### config.mk
export PLATFORM = sky130hd
export DESIGN_NAME = general_purpose_event_status
export DESIGN_NICKNAME = d
export VERILOG_FILES = /design/src/rtl/gp_event_pkg.sv /design/src/rtl/general_purpose_event_status.sv
export VERILOG_INCLUDE_DIRS = /design/src /design/src/rtl
export SDC_FILE = /design/constraint.sdc
export NUM_CORES = 1
export LEC_CHECK = 0
export ABC_AREA = 0
export ABC_CLOCK_PERIOD_IN_PS = 3550
export BUFFER_PORTS_ARGS = -buffer_cell sky130_fd_sc_hd__buf_2
export CORE_MARGIN = 1
export CORE_UTILIZATION = 32
export CTS_CLUSTER_SIZE = 25
export DETAILED_ROUTE_END_ITERATION = 8
export PLACE_DENSITY_LB_ADDON = 0.12
export SLEW_MARGIN = 20
export SYNTH_ARGS = -nofsm -noshare
export SYNTH_HDL_FRONTEND = slang
export SYNTH_SLANG_ARGS = --single-unit
### constraint.sdc
create_clock -name aclk -period 3.55 [get_ports aclk]
set_input_delay 0.355 -clock aclk [delete_from_list [all_inputs] [get_ports aclk]]
set_output_delay 0.355 -clock aclk [all_outputs]
set_load 0.02 [all_outputs]
### src/rtl/gp_event_regs.svh
`ifndef GP_EVENT_REGS_SVH
`define GP_EVENT_REGS_SVH
// Byte addresses of the registers on the AXI4-Lite slave.
`define GEV_CONTROL_ADDR 12'h0450
`define GEV_STATUS_ADDR 12'h0454
`define GEV_GPIO_ALT_ADDR 12'h0458
// Field positions in the control, status and GPIO alternate function registers.
`define GEV_POLARITY_BIT 0
`define GEV_PORT2_BIT 2
`define GEV_PORT4_BIT 4
`define GEV_PORT6_BIT 6
`define GEV_GPIO7_BIT 7
// Writable bits of the control register; the rest read as zero.
`define GEV_CONTROL_MASK 32'h0000_0055
`define GEV_RESET_VALUE 32'h0000_0000
// AXI response codes.
`define GEV_RESP_OKAY 2'h0
`define GEV_RESP_SLVERR 2'h2
`endif

### src/rtl/gp_event_pkg.sv
package gp_event_pkg;
  // Number of ports that may route events to the shared pin.
  localparam int unsigned NUM_EVT_PORTS = 3;
  typedef logic [NUM_EVT_PORTS-1:0] port_vec_t;
endpackage

### src/rtl/general_purpose_event_status.sv
`timescale 1ns/1ps
`include "gp_event_regs.svh"
// Summary of operation
// RL1 - Port 2 status flag, bit 2, set while port 2 drives the event pin.
// RL2 - Port 4 status flag, bit 4, set while port 4 drives the event pin.
// RL3 - Port 6 status flag, bit 6, set while port 6 drives the event pin.
// RL4 - A port's status flag stays clear whenever its event enable is off.
// RL5 - Event pin driven only when GPIO 7 is set to its alternate function.
// RL6 - Polarity invert 0 gives an active low pin, 1 active high.
// RL7 - Enabled ports lose in-band notifications; events go to the pin instead.
// RL8 - A flag clears once its port stops asserting the event pin.
module general_purpose_event_status
  import gp_event_pkg::*;
(
  // Clock and reset.
  input wire logic aclk,
  input wire logic aresetn,
  // AXI4-Lite write address and data.
  input wire logic [11:0] s_axi_awaddr,
  input wire logic s_axi_awvalid,
  output logic s_axi_awready,
  input wire logic [31:0] s_axi_wdata,
  input wire logic [3:0] s_axi_wstrb,
  input wire logic s_axi_wvalid,
  output logic s_axi_wready,
  // AXI4-Lite write response.
  output logic [1:0] s_axi_bresp,
  output logic s_axi_bvalid,
  input wire logic s_axi_bready,
  // AXI4-Lite read.
  input wire logic [11:0] s_axi_araddr,
  input wire logic s_axi_arvalid,
  output logic s_axi_arready,
  output logic [31:0] s_axi_rdata,
  output logic [1:0] s_axi_rresp,
  output logic s_axi_rvalid,
  input wire logic s_axi_rready,
  // Event requests from ports 2, 4 and 6, bit 0 is port 2.
  input wire logic [NUM_EVT_PORTS-1:0] port_event_req,
  // In-band notification permission per port, bit 0 is port 2.
  output logic [NUM_EVT_PORTS-1:0] inband_notify_en,
  // GPIO 7 pin as output value and output enable.
  output logic event_output_pin,
  output logic event_output_pin_oe
);

  localparam int PORT_BIT [NUM_EVT_PORTS] = '{`GEV_PORT2_BIT,
                                              `GEV_PORT4_BIT,
                                              `GEV_PORT6_BIT};

  logic [31:0] ctrl_q, ctrl_d;
  logic alt_q, alt_d;
  port_vec_t flag_q, flag_d;
  port_vec_t enable;
  port_vec_t inband_d;
  logic pin_d, pin_oe_d;
  logic aw_held_q, aw_held_d, w_held_q, w_held_d;
  logic [11:0] awaddr_q, awaddr_d;
  logic [31:0] wdata_q, wdata_d;
  logic [3:0] wstrb_q, wstrb_d;
  logic bvalid_q, bvalid_d;
  logic [1:0] bresp_q, bresp_d;
  logic rvalid_q, rvalid_d;
  logic [1:0] rresp_q, rresp_d;
  logic [31:0] rdata_q, rdata_d;
  logic [31:0] status_word;
  logic do_write;
  logic awready_d, wready_d, arready_d;

  // Pick the enable bits out of the control word.
  for (genvar i = 0; i < NUM_EVT_PORTS; i++) begin : g_port
    assign enable[i] = ctrl_q[PORT_BIT[i]];
  end
  // Status word: each flag at its port's bit, reserved bits read as zero.
  always_comb begin
    status_word = '0;
    for (int i = 0; i < NUM_EVT_PORTS; i++) begin
      status_word[PORT_BIT[i]] = flag_q[i];
    end
  end

  // Event path: flags mirror the port's live contribution to the pin.
  always_comb begin
    for (int i = 0; i < NUM_EVT_PORTS; i++) begin
      // Set while asserting, clear on stop, held clear if disabled.
      flag_d[i] = enable[i] & port_event_req[i]; // see RL1 see RL2 see RL3
    end // see RL4 see RL8
    // Enabled ports route events to the pin, not in-band.
    inband_d = ~enable; // see RL7
    // Pin is only driven in alternate mode; polarity bit selects level.
    pin_oe_d = alt_q; // see RL5
    pin_d = ((|flag_d) & alt_q) ^ ~ctrl_q[`GEV_POLARITY_BIT]; // see RL6
    if (!alt_q) begin
      pin_d = ~ctrl_q[`GEV_POLARITY_BIT];
    end
  end

  always_ff @(posedge aclk) begin
    if (!aresetn) begin
      flag_q <= '0;
      inband_notify_en <= '1;
      event_output_pin <= 1'b1;
      event_output_pin_oe <= 1'b0;
    end else begin
      flag_q <= flag_d;
      inband_notify_en <= inband_d;
      event_output_pin <= pin_d;
      event_output_pin_oe <= pin_oe_d;
    end
  end

  // Write channel: address and data are caught in either order.
  assign do_write = aw_held_q && w_held_q && !bvalid_q;
  always_comb begin
    aw_held_d = aw_held_q;
    w_held_d = w_held_q;
    awaddr_d = awaddr_q;
    wdata_d = wdata_q;
    wstrb_d = wstrb_q;
    bvalid_d = bvalid_q;
    bresp_d = bresp_q;
    ctrl_d = ctrl_q;
    alt_d = alt_q;
    if (s_axi_awvalid && s_axi_awready) begin
      aw_held_d = 1'b1;
      awaddr_d = s_axi_awaddr;
    end
    if (s_axi_wvalid && s_axi_wready) begin
      w_held_d = 1'b1;
      wdata_d = s_axi_wdata;
      wstrb_d = s_axi_wstrb;
    end
    if (do_write) begin
      aw_held_d = 1'b0;
      w_held_d = 1'b0;
      bvalid_d = 1'b1;
      bresp_d = `GEV_RESP_OKAY;
      case ({awaddr_q[11:2], 2'b00})
        `GEV_CONTROL_ADDR: begin
          if (wstrb_q[0]) begin
            ctrl_d = wdata_q & `GEV_CONTROL_MASK;
          end
        end
        `GEV_GPIO_ALT_ADDR: begin
          if (wstrb_q[0]) begin
            alt_d = wdata_q[`GEV_GPIO7_BIT];
          end
        end
        // Status is read only; writes are dropped but acknowledged.
        `GEV_STATUS_ADDR: begin
        end
        default: begin
          bresp_d = `GEV_RESP_SLVERR;
        end
      endcase
    end
    if (bvalid_q && s_axi_bready) begin
      bvalid_d = 1'b0;
    end
    // Ready only while the holding slot is empty and no response waits.
    // It drops for a cycle after each high, trading rate for simplicity.
    awready_d = !aw_held_d && !bvalid_d && !s_axi_awready;
    wready_d = !w_held_d && !bvalid_d && !s_axi_wready;
  end

  always_ff @(posedge aclk) begin
    if (!aresetn) begin
      aw_held_q <= 1'b0;
      w_held_q <= 1'b0;
      awaddr_q <= '0;
      wdata_q <= '0;
      wstrb_q <= '0;
      bvalid_q <= 1'b0;
      bresp_q <= `GEV_RESP_OKAY;
      ctrl_q <= `GEV_RESET_VALUE;
      alt_q <= 1'b0;
      s_axi_awready <= 1'b0;
      s_axi_wready <= 1'b0;
    end else begin
      aw_held_q <= aw_held_d;
      w_held_q <= w_held_d;
      awaddr_q <= awaddr_d;
      wdata_q <= wdata_d;
      wstrb_q <= wstrb_d;
      bvalid_q <= bvalid_d;
      bresp_q <= bresp_d;
      ctrl_q <= ctrl_d;
      alt_q <= alt_d;
      s_axi_awready <= awready_d;
      s_axi_wready <= wready_d;
    end
  end
  assign s_axi_bvalid = bvalid_q;
  assign s_axi_bresp = bresp_q;

  // Read channel: one read at a time, answered the cycle after address.
  always_comb begin
    rvalid_d = rvalid_q;
    rresp_d = rresp_q;
    rdata_d = rdata_q;
    if (s_axi_arvalid && s_axi_arready) begin
      rvalid_d = 1'b1;
      rresp_d = `GEV_RESP_OKAY;
      case ({s_axi_araddr[11:2], 2'b00})
        `GEV_CONTROL_ADDR: rdata_d = ctrl_q;
        `GEV_STATUS_ADDR: rdata_d = status_word & `GEV_CONTROL_MASK;
        `GEV_GPIO_ALT_ADDR: rdata_d = {24'h00_0000, alt_q, 7'h00};
        default: begin
          rdata_d = `GEV_RESET_VALUE;
          rresp_d = `GEV_RESP_SLVERR;
        end
      endcase
    end else if (rvalid_q && s_axi_rready) begin
      rvalid_d = 1'b0;
    end
    // A new address is taken only when no read data waits.
    arready_d = !rvalid_d && !s_axi_arready;
  end

  always_ff @(posedge aclk) begin
    if (!aresetn) begin
      rvalid_q <= 1'b0;
      rresp_q <= `GEV_RESP_OKAY;
      rdata_q <= `GEV_RESET_VALUE;
      s_axi_arready <= 1'b0;
    end else begin
      rvalid_q <= rvalid_d;
      rresp_q <= rresp_d;
      rdata_q <= rdata_d;
      s_axi_arready <= arready_d;
    end
  end
  assign s_axi_rvalid = rvalid_q;
  assign s_axi_rresp = rresp_q;
  assign s_axi_rdata = rdata_q;

  // Checks on the event path.
  property p_flag_follows;
    @(posedge aclk) disable iff (!aresetn)
      ##1 flag_q == ($past(enable) & $past(port_event_req));
  endproperty
  a_flag_follows: assert property (p_flag_follows) // see RL1
    else $error("status flag does not follow enabled port request");
  property p_flag_off;
    @(posedge aclk) disable iff (!aresetn)
      !enable[0] |-> ##1 !flag_q[0];
  endproperty
  a_flag_off: assert property (p_flag_off) // see RL4
    else $error("flag set for disabled port");
  property p_flag_drop;
    @(posedge aclk) disable iff (!aresetn)
      flag_q[1] && !port_event_req[1] |=> !flag_q[1];
  endproperty
  a_flag_drop: assert property (p_flag_drop) // see RL8
    else $error("flag held after request ended");
  property p_port6;
    @(posedge aclk) disable iff (!aresetn)
      enable[2] && port_event_req[2] && $stable(enable) |=> flag_q[2];
  endproperty
  a_port6: assert property (p_port6) // see RL3
    else $error("port 6 flag missing");
  property p_oe;
    @(posedge aclk) disable iff (!aresetn)
      ##1 event_output_pin_oe == $past(alt_q);
  endproperty
  a_oe: assert property (p_oe) // see RL5
    else $error("pin enable not tied to alternate mode");
  property p_polarity;
    @(posedge aclk) disable iff (!aresetn)
      alt_q |=> event_output_pin ==
        ((|flag_q) ^ ~$past(ctrl_q[`GEV_POLARITY_BIT]));
  endproperty
  a_polarity: assert property (p_polarity) // see RL6
    else $error("pin level wrong for polarity");
  property p_inband;
    @(posedge aclk) disable iff (!aresetn)
      ##1 inband_notify_en == ~$past(enable);
  endproperty
  a_inband: assert property (p_inband) // see RL7
    else $error("in-band notification not suppressed");
  property p_port4;
    @(posedge aclk) disable iff (!aresetn)
      flag_q[1] |-> $past(port_event_req[1]);
  endproperty
  a_port4: assert property (p_port4) // see RL2
    else $error("port 4 flag without request");

endmodule

# Word level (Yosys, flattened, before mapping)
# Cells that the tools add are included.
[word_totals] ff_bits=77 in_bits=70 out_inout_bits=46
[classes] eq_ne=6 n_mux=12 bitwise=7 n_reduce_logical=25
[op_table] operator="equality test 10 x 9 -> 1 bit, second input constant" n=6
[op_table] operator="case mux 8 bit (3 select lines)" n=1
[op_table] operator="logical AND 1 bit" n=12
[op_table] operator="two-way mux 1 bit" n=9
[op_table] operator="OR reduction 3 bit" n=3
[op_table] operator="zero test 1 bit" n=8
[op_table] operator="AND reduction 3 bit" n=2
[op_table] operator="AND 1 bit" n=4
[op_table] operator="two-way mux 2 bit" n=2
[op_table] operator="NOT 3 bit" n=1
[op_table] operator="NOT 1 bit" n=1
[op_table] operator="XOR 1 bit" n=1

# Logic depth before layout (Yosys ltp)
[logic_depth] word_depth=7 ltp_mapped=4 depth_no_buf=3

# Least setup slack after synthesis
# No wires, ideal clock.
[synth_timing] path_kind="reg2reg" startpoint="register awaddr_q[7]" endpoint="register ctrl_q[0]" setup_ps=72 arrival_ps=1456 slack_ps=2023 path_stages_with_launch=4 path_buffers=0 synth_period_minus_slack_ps=1527 cell_sequence="dfxtp_1 or4_4 nor4_4 mux2i_1"
[synth_via] elab_chain_len=2
[synth_rtl] element="start: declaration" line_no="general_purpose_event_status.sv:58" rtl="logic [11:0] awaddr_q, awaddr_d;"
[synth_rtl] element="start signal: assignment" line_no="general_purpose_event_status.sv:182" rtl="awaddr_q <= awaddr_d;"
[synth_rtl] element="equality test 10 x 9 -> 1 bit" line_no="general_purpose_event_status.sv:138" rtl="case ({awaddr_q[11:2], 2'b00})"
[synth_rtl] element="AND reduction 3 bit (no line)"
[synth_rtl] element="end signal: assignment" line_no="general_purpose_event_status.sv:175" rtl="ctrl_q <= `GEV_RESET_VALUE;"
[synth_rtl] element="end signal: assignment" line_no="general_purpose_event_status.sv:187" rtl="ctrl_q <= ctrl_d;"
[synth_rtl] element="end: declaration" line_no="general_purpose_event_status.sv:51" rtl="logic [31:0] ctrl_q, ctrl_d;"
# No other way between the ends.
# A chain may end at the register's enable or synchronous reset.

# Worst setup path after layout
[layout_timing] startpoint="register awaddr_q[7]" endpoint="register ctrl_q[4]"
# The elaborated chain is that of the path after synthesis.

==> run metrics <==
outcome=complete, no violations; H-tree Lvls=2; vias per cell=4.30; final setup fails=0; share of synthesized area occupied by flip-flops and latches=46.7%; Critical R2R Launch=awaddr_q[7]$_SDFFE_PN0P_; worst setup margin=1.89 ns; Max-slew headroom=60.5%; unrepaired setup endpoints after global routing=false; Leakage=0.917 nW; CP endpoint kind=flop; grt peak-use layer=met2; DIE HEIGHT=77.9 um; Finished Cell Area=0.00214 mm2; met1 GRT Util=14.4%; CTS tree=done; DP HPWL=2400 um; worst slack, placed=1.86 ns; Hold/Removal Path Class=in2reg; yosys warns=0; Avg Cell Area, Syn=9.00 um2; ranking of synthesized cells by area=dfxtp_1, buf_4, nand2_1, a21boi_0, mux2i_1; Flop pwr share=56.0%; Comb power frac=11.4%; Cell Rows=27; GP Congestion=0.660; Ports=116; P&R area growth vs syn=16.1%; Design Power=909 uW; die width=77.9 um; Yosys top cell area share=46.7%; CP Launch Point=awaddr_q[7]$_SDFFE_PN0P_; R2R depth=3; Worst Tran Pin Value=0.592 ns; TritonCTS Buffers=5; reg-to-reg endpoint=ctrl_q[4]$_SDFFE_PN0P_; post-synth top area cell=dfxtp_1; WP data required=3.77 ns; crit path time final=1.66 ns; Clock Skew=0.00324 ns; CTS clk-pin slew, worst paths=0.08 ns; Placed Area=0.00206 mm2; flip-flop and latch count after synthesis=43; # DRC=0; First DRT Iteration DRCs=52; peak supply drop=193 uV; Initial Utilization=33.3%; max cap viols=0; NetSw=239 uW; Post-CTS Setup Repair Bufs=0; Via Count=1414; number of global-route vias before repair=1280; final hold vios=0; type of origin of the critical path=flop; largest net degree at the start of global routing=40; final WL=3300 um; iteration count of the initial detailed-routing pass=4; Power Density=425 mW/mm2; Sw Share=26.3%; mapped cell area=0.00184 mm2; GR Util met3=2.82%; Max Fclk=603 MHz; Syn Inst Count=205; core box area=0.00554 mm2; antenna violations before repair=0; Root Buffer=clkbuf_8; GRT Total Usage=11.4%; largest fanout on the critical path=4; Setup TNS=0 ns; grt ovf=0; Die ar.=0.00607 mm2; clk sink count=43; share of cells above drive strength 1=25.3%; Worst-Skew Late Latency=0.28 ns; CTS max path bufs=2; number of antenna diodes=0; Synth cell types=35; Tcrit/Tclk final=46.7%; count of hold-fix buffers inserted at cts=0; Pins Over Slew Limit=0; Clk network pwr share=32.6%; CP endpoint=ctrl_q[4]$_SDFFE_PN0P_; post_cts resized=0; met2 GRT Util=18.5%; WS Path Type=reg2reg; FF-to-FF setup slack=1.89 ns; WL/cell=10.0 um; first-pass GRT wire length=5530 um; CP arrival=1.88 ns; Routed Antenna Nets=0; Final nets=326; Int Pwr=670 uW; IO Port Bufs=52
[synthesized netlist by cell type (all sizes together)]
cell type and count:
a21boi 19, o21ai 5, nor2 3, conb 1, mux2 3, nor4bb 1, o21a 1, nor3 3
mux2i 5, a21oi 1, or3b 1, clkbuf 6, a222oi 1, a2111oi 1, or4 1, nand3b 3
and2 2, nor4 2, nor4b 1, nand2b 3, nand2 49, buf 30, inv 3, and3b 1
o41ai 1, nand3 6, nor2b 2, o211a 1, nand4b 1, nor3b 1, and3 3, nand4 1
dfxtp 43
[power by group through the flow]
stage	sequential, mW	combinational (mW)	clock, mW
CTS	0.509	0.105	0.312
detailed placement	0.521	0.105	0
floorplan	0.523	0.0922	0
global route	0.513	0.115	0.332
finish	0.509	0.103	0.297
global placement	0.521	0.104	0
[worst min-delay path by stage]
stage | startpoint | endpoint | cells after the start
6_report | s_axi_awaddr[6] | awaddr_q[6]$_SDFFE_PN0P_ | 3
5_1_grt | s_axi_awaddr[8] | awaddr_q[8]$_SDFFE_PN0P_ | 3
4_1_cts | s_axi_awaddr[5] | awaddr_q[5]$_SDFFE_PN0P_ | 3
3_5_place_dp | s_axi_rdata[7]$_SDFFE_PN0P_ | s_axi_rdata[7]$_SDFFE_PN0P_ | 2
3_3_place_gp | s_axi_rdata[0]$_SDFFE_PN0P_ | s_axi_rdata[0]$_SDFFE_PN0P_ | 2
2_1_floorplan | ctrl_q[6]$_SDFFE_PN0P_ | inband_notify_en[2]$_SDFF_PN1_ | 1
[kinds of logic (layout without fill, tap and decap cells)]
logic type,Yosys count,in the layout,share of synthesized area (%)
flip-flops,43,43,46.7
AO/OA/AOI/OAI,30,30,11.8
other,1,29,0.203
multiplexers,8,8,4.55
AND/OR/NAND/NOR,84,84,22.9
buffers and inverters,39,63,13.8
[final cells by class]
class,instances,area (um2)
Clock buffer,6,72.6
Sequential cell,43,861
Clock inverter,2,12.5
Timing Repair Buffer,52,260
Tap cell,72,90.1
Inverter,3,11.3
Multi-Input combinational cell,151,833
Fill cell,587,3400
[per-stage QoR]
| step | std cells | utilization [%] | hold WS, ns |
|---|---|---|---|
| 2_1_floorplan | 233 | - | 0.395 |
| 3_3_place_gp | 321 | 37.1 | 0.433 |
| 3_5_place_dp | 321 | 37.1 | 0.433 |
| 4_1_cts | 329 | 38.6 | 0.299 |
| 5_1_grt | 329 | 38.6 | 0.306 |
| 6_report | 329 | 38.6 | 0.308 |
[sequential cells by signal, indices dropped and copies added (netlist names), 3 cells and up]
name / count
awaddr_q: 10
wdata_q: 5
flag_q: 3
ctrl_q: 4
inband_notify_en: 3
s_axi_rdata: 5
[metal layers]
metal	routed length, um	share of wire [%]
met4	46	1.4
met1	1570	48
met3	267	8.1
met2	1420	43
met5	0	0
[critical path, stage by stage (launching register included)]
cell	delay [ns]
dfxtp_1	0.32
or4_4	0.57
nor4_4	0.46
mux2i_1	0.23
[cells in the final DEF, fill, tap and decap left out, types with 2 or more instances in the layout]
| cell | netlist | final |
|---|---|---|
| buf_2 | 0 | 52 |
| nand2_1 | 49 | 49 |
| dfxtp_1 | 43 | 43 |
| conb_1 | 1 | 29 |
| a21boi_0 | 19 | 19 |
| nand3_1 | 6 | 6 |
| o21ai_0 | 5 | 5 |
| mux2i_1 | 5 | 5 |
| clkbuf_8 | 0 | 5 |
| inv_1 | 3 | 3 |
| nor3_1 | 3 | 3 |
| and3_1 | 3 | 3 |
| nand2b_1 | 3 | 3 |
| nand3b_1 | 3 | 3 |
| nor2_1 | 3 | 3 |
| mux2_2 | 3 | 3 |
| and2_1 | 2 | 2 |
| nor2b_1 | 2 | 2 |
Note: power is estimated with default switching activity, not from simulation.
